**src/core/cos_params.svh**
```systemverilog
// constants for the counter overflow status block
`ifndef COS_PARAMS_SVH
`define COS_PARAMS_SVH

// ------------------------------------------------------------
// register byte offsets
// ------------------------------------------------------------
`define COS_OFS_SET_VIEW 6'h00
`define COS_OFS_CLR_VIEW 6'h04
`define COS_OFS_IEN_SET 6'h08
`define COS_OFS_IEN_CLR 6'h0c
`define COS_OFS_CTRL 6'h10
`define COS_OFS_IRQ_STAT 6'h14
`define COS_OFS_IRQ_MASK 6'h18

// ------------------------------------------------------------
// field positions and reset values
// ------------------------------------------------------------
`define COS_CYC_BIT 31
`define COS_NUM_EVT 8
`define COS_CTRL_MONITOR_MODE_ENABLE_BIT 0
`define COS_CTRL_SEC_BIT 1
`define COS_IRQ_MON_BIT 0
`define COS_IRQ_WRAP_BIT 1
`define COS_FLAGS_RST 32'h0000_0000
`define COS_IEN_RST 32'h0000_0000
`define COS_CTRL_RST 2'h0
`define COS_IRQ_RST 2'h0

`endif

```
**src/core/cos_pkg.sv**
```systemverilog
// types for the counter overflow status block
package cos_pkg;
    typedef logic [31:0] cos_word_t;
    typedef enum logic [1:0] {
        COS_IDLE = 2'b00,
        COS_ACK = 2'b01
    } cos_bus_e;
endpackage

```
**src/core/cos_overflow_status.sv**
```systemverilog
// overflow flags, interrupt enables and monitor request for a counter set
// ------------------------------------------------------------
// ------------------------------------------------------------
//
// Added by the designer: the Wishbone interface to the registers and the register offsets.
`timescale 1ns/1ps
`include "cos_params.svh"

module cos_overflow_status (
    input wire logic clk_sys,
    input wire logic reset,
    input wire logic wb_cyc_i,
    input wire logic wb_stb_i,
    input wire logic wb_we_i,
    input wire logic [5:0] wb_adr_i,
    input wire logic [3:0] wb_sel_i,
    input wire logic [31:0] wb_dat_i,
    output logic [31:0] wb_dat_o,
    output logic wb_ack_o,
    input wire logic [31:0] cycleCounter,
    input wire logic [127:0] eventCounters,
    input wire logic [3:0] chainPairs,
    input wire logic freezeWhenWrapped,
    output logic countFreeze,
    output logic monitorReqSecure,
    output logic monitorReqNonSecure,
    output logic irq
);
    localparam int NEVT = `COS_NUM_EVT;
    // flags of counters that do not exist read as zero and ignore writes
    localparam logic [31:0] IMPL_MASK = 32'h8000_0000 | ((32'h1 << NEVT) - 32'h1);

    typedef struct packed {
        logic [31:0] flags;
        logic [31:0] irqEnable;
        logic [1:0] ctrl;
        logic [1:0] irqStat;
        logic [1:0] irqMask;
        logic [31:0] rdData;
        logic monSec;
        logic monNs;
        logic freeze;
        logic irqOut;
    } cos_state_s;

    cos_state_s state_ff;
    cos_state_s nxt_state;
    logic wrStrobe;
    logic rdStrobe;
    logic [5:0] accAddr;
    logic [31:0] wrData;
    logic ackInt;
    logic cycWrap;
    logic [NEVT-1:0] evtWrapRaw;
    logic [31:0] wrapVec;
    logic monReq;

    // ------------------------------------------------------------
    // bus front end
    // ------------------------------------------------------------
    cos_wb_slave u_bus (
        .clk_sys(clk_sys),
        .reset(reset),
        .wb_cyc_i(wb_cyc_i),
        .wb_stb_i(wb_stb_i),
        .wb_we_i(wb_we_i),
        .wb_adr_i(wb_adr_i),
        .wb_sel_i(wb_sel_i),
        .wb_dat_i(wb_dat_i),
        .wb_ack_o(ackInt),
        .wrStrobe(wrStrobe),
        .rdStrobe(rdStrobe),
        .accAddr(accAddr),
        .wrData(wrData)
    );

    // ------------------------------------------------------------
    // wrap detection for every counter
    // ------------------------------------------------------------
    cos_wrap_detect #(.WIDTH(32)) u_cyc (
        .clk_sys(clk_sys),
        .reset(reset),
        .countValue(cycleCounter),
        .wrapPulse(cycWrap)
    );

    genvar gi;
    generate
        for (gi = 0; gi < NEVT; gi++) begin : g_evt
            cos_wrap_detect #(.WIDTH(16)) u_evt (
                .clk_sys(clk_sys),
                .reset(reset),
                .countValue(eventCounters[gi*16 +: 16]),
                .wrapPulse(evtWrapRaw[gi])
            );
        end
    endgenerate

    // a chained pair wraps as one 32-bit counter: the even half carries into
    // the odd one, so only the odd counter's wrap marks the pair
    always_comb begin
        wrapVec = '0;
        for (int i = 0; i < NEVT; i++) begin
            if ((i % 2 == 0) && chainPairs[i/2]) begin
                wrapVec[i] = 1'b0;
            end else begin
                wrapVec[i] = evtWrapRaw[i];
            end
        end
        wrapVec[`COS_CYC_BIT] = cycWrap;
    end

    // decoded register hit, used for both read and write paths
    function automatic logic hit(input logic [5:0] a, input logic [5:0] ofs);
        hit = (a == ofs);
    endfunction

    // ------------------------------------------------------------
    // next state
    // ------------------------------------------------------------
    always_comb begin
        nxt_state = state_ff;
        // software writes first, then hardware sets on top so a wrap wins
        if (wrStrobe) begin
            if (hit(accAddr, `COS_OFS_SET_VIEW)) begin
                nxt_state.flags = state_ff.flags | (wrData & IMPL_MASK);
            end
            if (hit(accAddr, `COS_OFS_CLR_VIEW)) begin
                nxt_state.flags = state_ff.flags & ~wrData;
            end
            if (hit(accAddr, `COS_OFS_IEN_SET)) begin
                nxt_state.irqEnable = state_ff.irqEnable | (wrData & IMPL_MASK);
            end
            if (hit(accAddr, `COS_OFS_IEN_CLR)) begin
                nxt_state.irqEnable = state_ff.irqEnable & ~wrData;
            end
            if (hit(accAddr, `COS_OFS_CTRL)) begin
                nxt_state.ctrl = wrData[1:0];
            end
            if (hit(accAddr, `COS_OFS_IRQ_MASK)) begin
                nxt_state.irqMask = wrData[1:0];
            end
        end
        // reading status clears it; a new event in the same cycle survives
        if (rdStrobe && hit(accAddr, `COS_OFS_IRQ_STAT)) begin
            nxt_state.irqStat = '0;
        end
        // flag is a single bit, extra wraps simply or into it
        nxt_state.flags = nxt_state.flags | wrapVec;
        nxt_state.irqStat[`COS_IRQ_WRAP_BIT] = nxt_state.irqStat[`COS_IRQ_WRAP_BIT] | (|wrapVec);
        nxt_state.irqStat[`COS_IRQ_MON_BIT] = nxt_state.irqStat[`COS_IRQ_MON_BIT]
            | (monReq & ~state_ff.monSec & ~state_ff.monNs);
        // request level only while monitor mode is on; no halt is requested
        nxt_state.monSec = monReq & state_ff.ctrl[`COS_CTRL_SEC_BIT];
        nxt_state.monNs = monReq & ~state_ff.ctrl[`COS_CTRL_SEC_BIT];
        // freeze holds until software clears every flag or drops the control
        nxt_state.freeze = freezeWhenWrapped & (|nxt_state.flags);
        nxt_state.irqOut = |(nxt_state.irqStat & nxt_state.irqMask);
        // read mux, registered so data and ack line up
        nxt_state.rdData = '0;
        case (accAddr)
            `COS_OFS_SET_VIEW: nxt_state.rdData = state_ff.flags;
            `COS_OFS_CLR_VIEW: nxt_state.rdData = state_ff.flags;
            `COS_OFS_IEN_SET: nxt_state.rdData = state_ff.irqEnable;
            `COS_OFS_IEN_CLR: nxt_state.rdData = state_ff.irqEnable;
            `COS_OFS_CTRL: nxt_state.rdData = {30'h0, state_ff.ctrl};
            `COS_OFS_IRQ_STAT: nxt_state.rdData = {30'h0, state_ff.irqStat};
            `COS_OFS_IRQ_MASK: nxt_state.rdData = {30'h0, state_ff.irqMask};
            default: nxt_state.rdData = '0;
        endcase
    end

    // monitor request: any flag whose enable is set, with monitor mode on
    assign monReq = (|(state_ff.flags & state_ff.irqEnable))
        & state_ff.ctrl[`COS_CTRL_MONITOR_MODE_ENABLE_BIT];

    // ------------------------------------------------------------
    // state register
    // ------------------------------------------------------------
    always_ff @(posedge clk_sys) begin
        if (reset) begin
            state_ff.flags <= `COS_FLAGS_RST;
            state_ff.irqEnable <= `COS_IEN_RST;
            state_ff.ctrl <= `COS_CTRL_RST;
            state_ff.irqStat <= `COS_IRQ_RST;
            state_ff.irqMask <= `COS_IRQ_RST;
            state_ff.rdData <= 32'h0000_0000;
            state_ff.monSec <= 1'b0;
            state_ff.monNs <= 1'b0;
            state_ff.freeze <= 1'b0;
            state_ff.irqOut <= 1'b0;
        end else begin
            state_ff <= nxt_state;
        end
    end

    // ------------------------------------------------------------
    // outputs
    // ------------------------------------------------------------
    // read data is the value sampled one cycle before ack; address is held
    assign wb_dat_o = state_ff.rdData;
    assign wb_ack_o = ackInt;
    assign monitorReqSecure = state_ff.monSec;
    assign monitorReqNonSecure = state_ff.monNs;
    assign countFreeze = state_ff.freeze;
    assign irq = state_ff.irqOut;
endmodule // cos_overflow_status

```
**src/core/cos_wb_slave.sv**
```systemverilog
// classic wishbone slave front end: one-cycle ack, decoded strobes
`timescale 1ns/1ps
`include "cos_params.svh"

module cos_wb_slave (
    input wire logic clk_sys,
    input wire logic reset,
    input wire logic wb_cyc_i,
    input wire logic wb_stb_i,
    input wire logic wb_we_i,
    input wire logic [5:0] wb_adr_i,
    input wire logic [3:0] wb_sel_i,
    input wire logic [31:0] wb_dat_i,
    output logic wb_ack_o,
    output logic wrStrobe,
    output logic rdStrobe,
    output logic [5:0] accAddr,
    output logic [31:0] wrData
);
    typedef struct packed {
        cos_pkg::cos_bus_e phase;
    } cos_wb_s;

    cos_wb_s state_ff;
    cos_wb_s nxt_state;
    logic req;

    // ------------------------------------------------------------
    // handshake
    // ------------------------------------------------------------
    // access acts in the cycle ack is raised so effect and ack coincide
    assign req = wb_cyc_i && wb_stb_i;

    always_comb begin
        nxt_state = state_ff;
        case (state_ff.phase)
            cos_pkg::COS_IDLE: if (req) nxt_state.phase = cos_pkg::COS_ACK;
            cos_pkg::COS_ACK: nxt_state.phase = cos_pkg::COS_IDLE;
            default: nxt_state.phase = cos_pkg::COS_IDLE;
        endcase
    end

    always_ff @(posedge clk_sys) begin
        if (reset) begin
            state_ff.phase <= cos_pkg::COS_IDLE;
        end else begin
            state_ff <= nxt_state;
        end
    end

    // byte lanes zero unselected bytes of the write data; set and clear views ignore them, but ctrl and mask take the zeros
    // ack is decoded from the phase register alone; the master holds its request
    assign wb_ack_o = (state_ff.phase == cos_pkg::COS_ACK);
    assign wrStrobe = wb_ack_o && wb_we_i;
    assign rdStrobe = wb_ack_o && !wb_we_i;
    assign accAddr = wb_adr_i;
    assign wrData = wb_dat_i & {{8{wb_sel_i[3]}}, {8{wb_sel_i[2]}},
                                {8{wb_sel_i[1]}}, {8{wb_sel_i[0]}}};
endmodule // cos_wb_slave

```
**src/core/cos_wrap_detect.sv**
```systemverilog
// wrap detector: one per counter, pulses when a counter rolls over
`timescale 1ns/1ps
`include "cos_params.svh"

module cos_wrap_detect #(
    parameter int WIDTH = 16
) (
    input wire logic clk_sys,
    input wire logic reset,
    input wire logic [WIDTH-1:0] countValue,
    output logic wrapPulse
);
    typedef struct packed {
        logic [WIDTH-1:0] last;
        logic seen;
    } cos_wd_s;

    cos_wd_s state_ff;
    cos_wd_s nxt_state;

    // ------------------------------------------------------------
    // wrap = all ones followed by zero
    // ------------------------------------------------------------
    // comparing with the held value avoids needing a separate increment strobe
    always_comb begin
        nxt_state = state_ff;
        nxt_state.last = countValue;
        nxt_state.seen = 1'b1;
    end

    assign wrapPulse = state_ff.seen && (&state_ff.last) && (countValue == '0);

    always_ff @(posedge clk_sys) begin
        if (reset) begin
            state_ff <= '0;
        end else begin
            state_ff <= nxt_state;
        end
    end
endmodule // cos_wrap_detect

```
**config.mk**
```make
export PLATFORM = sky130hd
export DESIGN_NAME = cos_overflow_status
export DESIGN_NICKNAME = d
export VERILOG_FILES = /design/src/core/cos_pkg.sv /design/src/core/cos_overflow_status.sv /design/src/core/cos_wb_slave.sv /design/src/core/cos_wrap_detect.sv
export VERILOG_INCLUDE_DIRS = /design/src /design/src/core
export SDC_FILE = /design/constraint.sdc
export NUM_CORES = 1
export LEC_CHECK = 0
export BUFFER_PORTS_ARGS = -buffer_cell sky130_fd_sc_hd__buf_2
export CORE_MARGIN = 2
export CORE_UTILIZATION = 30
export CTS_BUF_LIST = sky130_fd_sc_hd__clkbuf_8
export CTS_CLUSTER_SIZE = 8
export DETAILED_ROUTE_END_ITERATION = 10
export SYNTH_ARGS = -nofsm -noshare
export SYNTH_HDL_FRONTEND = slang
export SYNTH_SLANG_ARGS = --single-unit
```
**constraint.sdc**
```tcl
create_clock -name clk_sys -period 3.2 [get_ports clk_sys]
set_input_delay 0.16 -clock clk_sys [delete_from_list [all_inputs] [get_ports clk_sys]]
set_output_delay 0.16 -clock clk_sys [all_outputs]
set_load 0.02 [all_outputs]
```
==> results of run 1 <==
cell type report:
cell class,count,area share (%)
Antenna cell,1,0.0175
Clock buffer,55,5.30
Clock inverter,26,1.20
Inverter,4,0.105
Multi-Input combinational cell,606,26.1
Sequential cell,268,37.6
Tap cell,402,3.52
Timing Repair Buffer,500,26.2
worst max-delay path: stages:
cell	delay, ns
dlygate4sd3_1	0.55
buf_2	0.19
or3b_1	0.45
nor4_4	0.46
a21boi_1	0.17
a2111oi_0	0.46
nand4_1	0.16
and4b_1	0.29
a311oi_1	0.09
stage by stage:
stage	cells	utilization, %	worst slack (ns)	hold WS, ns	cell area (µm²)
after global placement	1541	34.9	0.618	0.358	11000
after global routing	1862	45.5	0.457	0.0443	14300
after CTS	1861	45.5	0.515	0.00124	14300
final	1862	45.5	0.632	0.0401	14300
after floorplan	952	-	1.03	0.244	9520
after detailed placement	1541	34.9	0.494	0.362	11000
cell usage after synthesis, drive strengths merged, types with 2 or more instances:
cell,number
nand4,46
a221oi,4
dfxtp,268
and3,34
nand3b,2
or3,2
nor4b,4
a21bo,6
a22o,4
clkbuf,36
nor4,32
nand2,70
nand2b,2
nor2b,163
a21oi,16
a41oi,8
nand3,14
or4b,3
nor3,18
a21boi,4
nor2,71
o211a,5
a22oi,12
or4,14
buf,38
a211oi,3
nand4b,6
mux2i,36
inv,3
a311oi,3
o211ai,2
a211o,2
and2,10
where the power goes:
part / internal (mW) / switching, mW / leakage (nW)
sequential: 3.45 / 0.0328 / 2.20
clock: 1.72 / 1.38 / 0.535
combinational: 0.364 / 0.243 / 3.37
total: 5.53 / 1.65 / 6.10
path summary, 6_finish.rpt:
check | from | endpoint | slack (ns) | cells past startpoint
max | wb_adr_i[4] | countFreeze | 0.63 | 9
min | wb_dat_i[31] | flip-flop | 0.04 | 3
max reg2reg | g_evt[4].u_evt.state_ff[0] | countFreeze | 0.66 | 8
min reg2reg | flip-flop | flip-flop | 0.45 | 2
kinds of logic after synthesis:
kind of cell           after synthesis  synth area share, %
buffers and inverters               78                 4.36
DFF                                268                 56.4
AOI/OAI and AO/OA                   76                 6.25
muxes                               36                 3.79
and+or+nand+nor                    494                 29.2
routing by layer:
metal | track usage, % | vias up | share of wire [%] | wire (µm)
li1 | - | 4254 | - | -
met1 | 21.4 | 3963 | 42 | 12700
met2 | 31.1 | 303 | 49 | 14600
met3 | 3.97 | 68 | 6.2 | 1860
met4 | 6.19 | 2 | 2.7 | 820
met5 | 0 | - | 0.030 | 9
==> impl_metrics.json, run 1 <==
{
  "synth_warnings": 0,
  "p_leak_nw": 6.10,
  "chipHeight_um": 182,
  "io_buffers": 248,
  "layout-drive-gt1-share_pct": 22.5,
  "synth_area_leaders": "dfxtp_1 (56%), nor2b_1 (11%), mux2i_1 (3.8%)",
  "die_area_mm2": 0.0332,
  "layout.nets": 1638,
  "clk_pin_slew_ns": 0.06,
  "cts_tree": "done",
  "timing.setup.tns_ns": 0,
  "post_cts_buffers": 0,
  "hold_buffers": 239,
  "vias": 8590,
  "skew_ns": 0.0176,
  "synthCells": 952,
  "max_freq_ghz": 0.389,
  "clkSinkCount": 268,
  "grt_max_degree": 101,
  "first_iter_violations": 486,
  "clk_latency_ns": 0.56,
  "grt_first_pass_wirelength_um": 46800,
  "ys_types": 48,
  "cts.path.max_buffers": 3,
  "status": "finished clean",
  "synth_edf_count": 0,
  "ys_ff_latch": 268,
  "p_per_area_mw_per_mm2": 503,
  "rows": 65,
  "mappedNetlistArea_mm2": 0.00952,
  "p_total_mw": 7.18,
  "maxSlewHeadroom_pct": 31.8,
  "multiInputGateArea_mm2": 0.00374,
  "viasPerCell": 4.61,
  "routed_wirelength_um": 30000,
  "final_cell_mix": "dfxtp_1 (268), buf_2 (247), dlygate4sd3_1 (239), nor2b_1 (163), nor2_1 (71)",
  "crit_fanout": 9,
  "drtPass1Iterations": 6,
  "cts-htree-levels": 2,
  "cp-start-kind": "primary input",
  "post_drt_wl_per_cell_um": 16.1,
  "async_flop_share_pct": 0,
  "cts-buffers-inserted": 46,
  "slew_violations": 0,
  "core_area_mm2": 0.0314,
  "ioPinCount": 249,
  "ant_nets": 0,
  "fin_crit_sh_pct": 80.3,
  "grt_antenna_before_repair": 2,
  "worstMarginPinSlew_ns": 1.02,
  "cp-end-kind": "flip-flop",
  "synth_seq_area_share_pct": 56.4,
  "cp_data_required_time_ns": 3.60,
  "final_common_cell": "dfxtp_1",
  "n_fill_cell": 2908,
  "hold_path_class": "primary input to flip-flop",
  "die_w_um": 182,
  "synthToLayoutAreaGrowth_pct": 50.1,
  "drc_errors": 0,
  "setup_viol": 0,
  "root_buffer": "clkbuf_8",
  "hold_viol": 0,
  "rsz0062_at_grt": "no",
  "syn_area_per_cell_um2": 10.0,
  "grt_pass1_vias": 9103,
  "peakVddDrop_v": 0.000421,
  "gp_congestion": 0.830,
  "yosysTopAreaCell": "dfxtp_1",
  "critPathKind": "primary input to flip-flop",
  "grtUsageTotal_pct": 17.7,
  "cts_resized": 0,
  "dp_hpwl_um": 19400,
  "initial_core_util_pct": 30.3,
  "worstPathArrival_ns": 2.97,
  "register_area_mm2": 0.00537,
  "overflow": 0,
  "synth_top_area_share_pct": 56.4,
  "cap_violations": 0,
  "finalCriticalPeriod_ns": 2.57,
  "synth_flop_cell": "dfxtp_1",
  "synth_nets": 1164
}
Note: power is estimated with default switching activity, not from simulation.
==> run 2, diff against run 1 <==
==> constraint.sdc (replaced) <==
create_clock -name clk_sys -period 2.1 [get_ports clk_sys]
set_input_delay 0.105 -clock clk_sys [delete_from_list [all_inputs] [get_ports clk_sys]]
set_output_delay 0.105 -clock clk_sys [all_outputs]
set_load 0.02 [all_outputs]
==> run 2 against run 1 <==
Effect of this change: first-iteration DRC count shrank 18%; global-route usage grew 0.15 points; sequential power grew 52%; via count grew 0.24%; utilization grew 0.072 points; register-to-register slack lost 0.57 ns; largest power group unchanged.
==> impl_metrics.json, run 2 (same netlist as run 1, synthesis figures left out) <==
{
  "drtPass1Iterations": 5,
  "crit_fanout": 2,
  "status": "finished clean",
  "final_common_cell": "dfxtp_1",
  "r2r-end": "countFreeze",
  "setup_viol": 0,
  "dp_hpwl_um": 20200,
  "die_w_um": 182,
  "post_drt_wl_per_cell_um": 16.2,
  "skew_ns": 0.0283,
  "grt_antenna_before_repair": 2,
  "max_freq_ghz": 0.478,
  "maxSlewHeadroom_pct": 54.1,
  "core_area_mm2": 0.0314,
  "p_leak_nw": 6.14,
  "cp-start-kind": "primary input",
  "cts-buffers-inserted": 46,
  "viasPerCell": 4.64,
  "clk_latency_ns": 0.55,
  "die_area_mm2": 0.0332,
  "design_area_mm2": 0.0143,
  "timing.setup.tns_ns": 0,
  "worstHoldEndpoint": "state_ff[90]",
  "reg2reg_depth": 9,
  "critPathKind": "primary input to flip-flop",
  "synthToLayoutAreaGrowth_pct": 50.4,
  "finalCriticalPeriod_ns": 2.09,
  "wl_met1_um": 12900,
  "cp_data_required_time_ns": 2.56,
  "vias": 8611,
  "met3_length_um": 1820,
  "ioPinCount": 249,
  "layout.nets": 1631,
  "worstPathArrival_ns": 2.56,
  "r2r_slack_ns": 0.09,
  "gp_congestion": 0.859,
  "grt_first_pass_wirelength_um": 47200,
  "chipHeight_um": 182,
  "routed.top_layer": "met4",
  "rsz0062_at_grt": "yes",
  "slew_violations": 0,
  "p_per_area_mw_per_mm2": 762,
  "drc_errors": 0,
  "hold_depth": 5,
  "peakVddDrop_v": 0.000499,
  "clk_pin_slew_ns": 0.06,
  "routed_wirelength_um": 30100,
  "grtUsageTotal_pct": 17.9,
  "io_buffers": 248,
  "hold_path_class": "primary input to flip-flop",
  "cp-end-kind": "flip-flop",
  "cap_violations": 0,
  "ant_nets": 0,
  "cts_tree": "done",
  "hold_viol": 0,
  "cts.path.max_buffers": 3,
  "clkSinkCount": 268,
  "root_buffer": "clkbuf_8",
  "p_total_mw": 10.9,
  "worstMarginPinSlew_ns": 0.689,
  "worstHoldStart": "wb_sel_i[2]",
  "worstReg2RegStart": "g_evt[4].u_evt.state_ff[0]",
  "rows": 65,
  "final_core_util_pct": 45.6,
  "first_iter_violations": 400,
  "layout-drive-gt1-share_pct": 26.1,
  "overflow": 0,
  "dr_wl_met2_um": 14400,
  "final_cell_mix": "dfxtp_1 (266), buf_2 (246), dlygate4sd3_1 (205), nor2b_1 (161), nor2_1 (71)",
  "cts-htree-levels": 2,
  "grt_pass1_vias": 9136,
  "grt_max_degree": 156,
  "initial_core_util_pct": 30.3,
  "post_dp_cell_area_mm2": 0.0112,
  "fin_crit_sh_pct": 99.6
}
==> run 2: repair_timing <==
item,4_1_cts,5_1_grt
pin swaps,3,11
hold buffers,205,0
endpoints found under the setup margin,2,4
gates resized for setup,9,14
setup buffers,0,1
hold endpoints to repair,230,0
==> run 2: report_power, final <==
group          switching, mW  internal, mW  total (mW)
Clock                   2.09          2.61        4.70
Sequential            0.0420          5.25        5.30
Combinational          0.377         0.527       0.905
==> run 2: worst max-delay path by stage <==
stage / end / slack [ns] / startpoint / cells past startpoint
6_report: countFreeze / 0.008 / eventCounters[50] / 9
5_1_grt: countFreeze / -0.07 / eventCounters[15] / 9
3_3_place_gp: countFreeze / -0.30 / eventCounters[73] / 8
2_1_floorplan: irq / 0.004 / g_evt[4].u_evt.state_ff[0] / 7
3_5_place_dp: countFreeze / -0.33 / wb_adr_i[5] / 10
4_1_cts: countFreeze / 0.01 / g_evt[4].u_evt.state_ff[0] / 9
==> run 2: layout make-up <==
type | instances | area, µm²
clock inverter | 24 | 136
antenna | 2 | 5.00
clock buffer | 58 | 798
multi-input combinational | 606 | 3850
inverter | 4 | 15.0
tap | 402 | 503
fill | 2948 | 17100
sequential | 268 | 5370
timing repair buffer | 493 | 3630
==> run 2: per-stage QoR <==
| step | setup slack, ns | instances | hold WS [ns] |
|---|---|---|---|
| after global routing | -0.0693 | 1857 | 0.0785 |
| after CTS | 0.00991 | 1855 | 0.0360 |
| after global placement | -0.296 | 1568 | 0.294 |
| after detailed placement | -0.333 | 1568 | 0.298 |
| final | 0.00792 | 1857 | 0.0792 |
| after floorplan | 0.00413 | 952 | 0.189 |
==> run 2: routing by layer <==
metal | GRT usage [%] | vias to the layer above
met5 | 0 | -
met3 | 3.77 | 74
li1 | - | 4246
met2 | 30.7 | 324
met1 | 21.9 | 3967
met4 | 6.90 | 0
==> run 2: critical path: stages <==
cell and delay (ns):
dlygate4sd3_1 0.54, buf_2 0.13, or4_1 0.56, nor4_2 0.28
nand4_1 0.29, nor2b_4 0.23, nand4_1 0.13, nor4b_1 0.07
a311oi_1 0.22
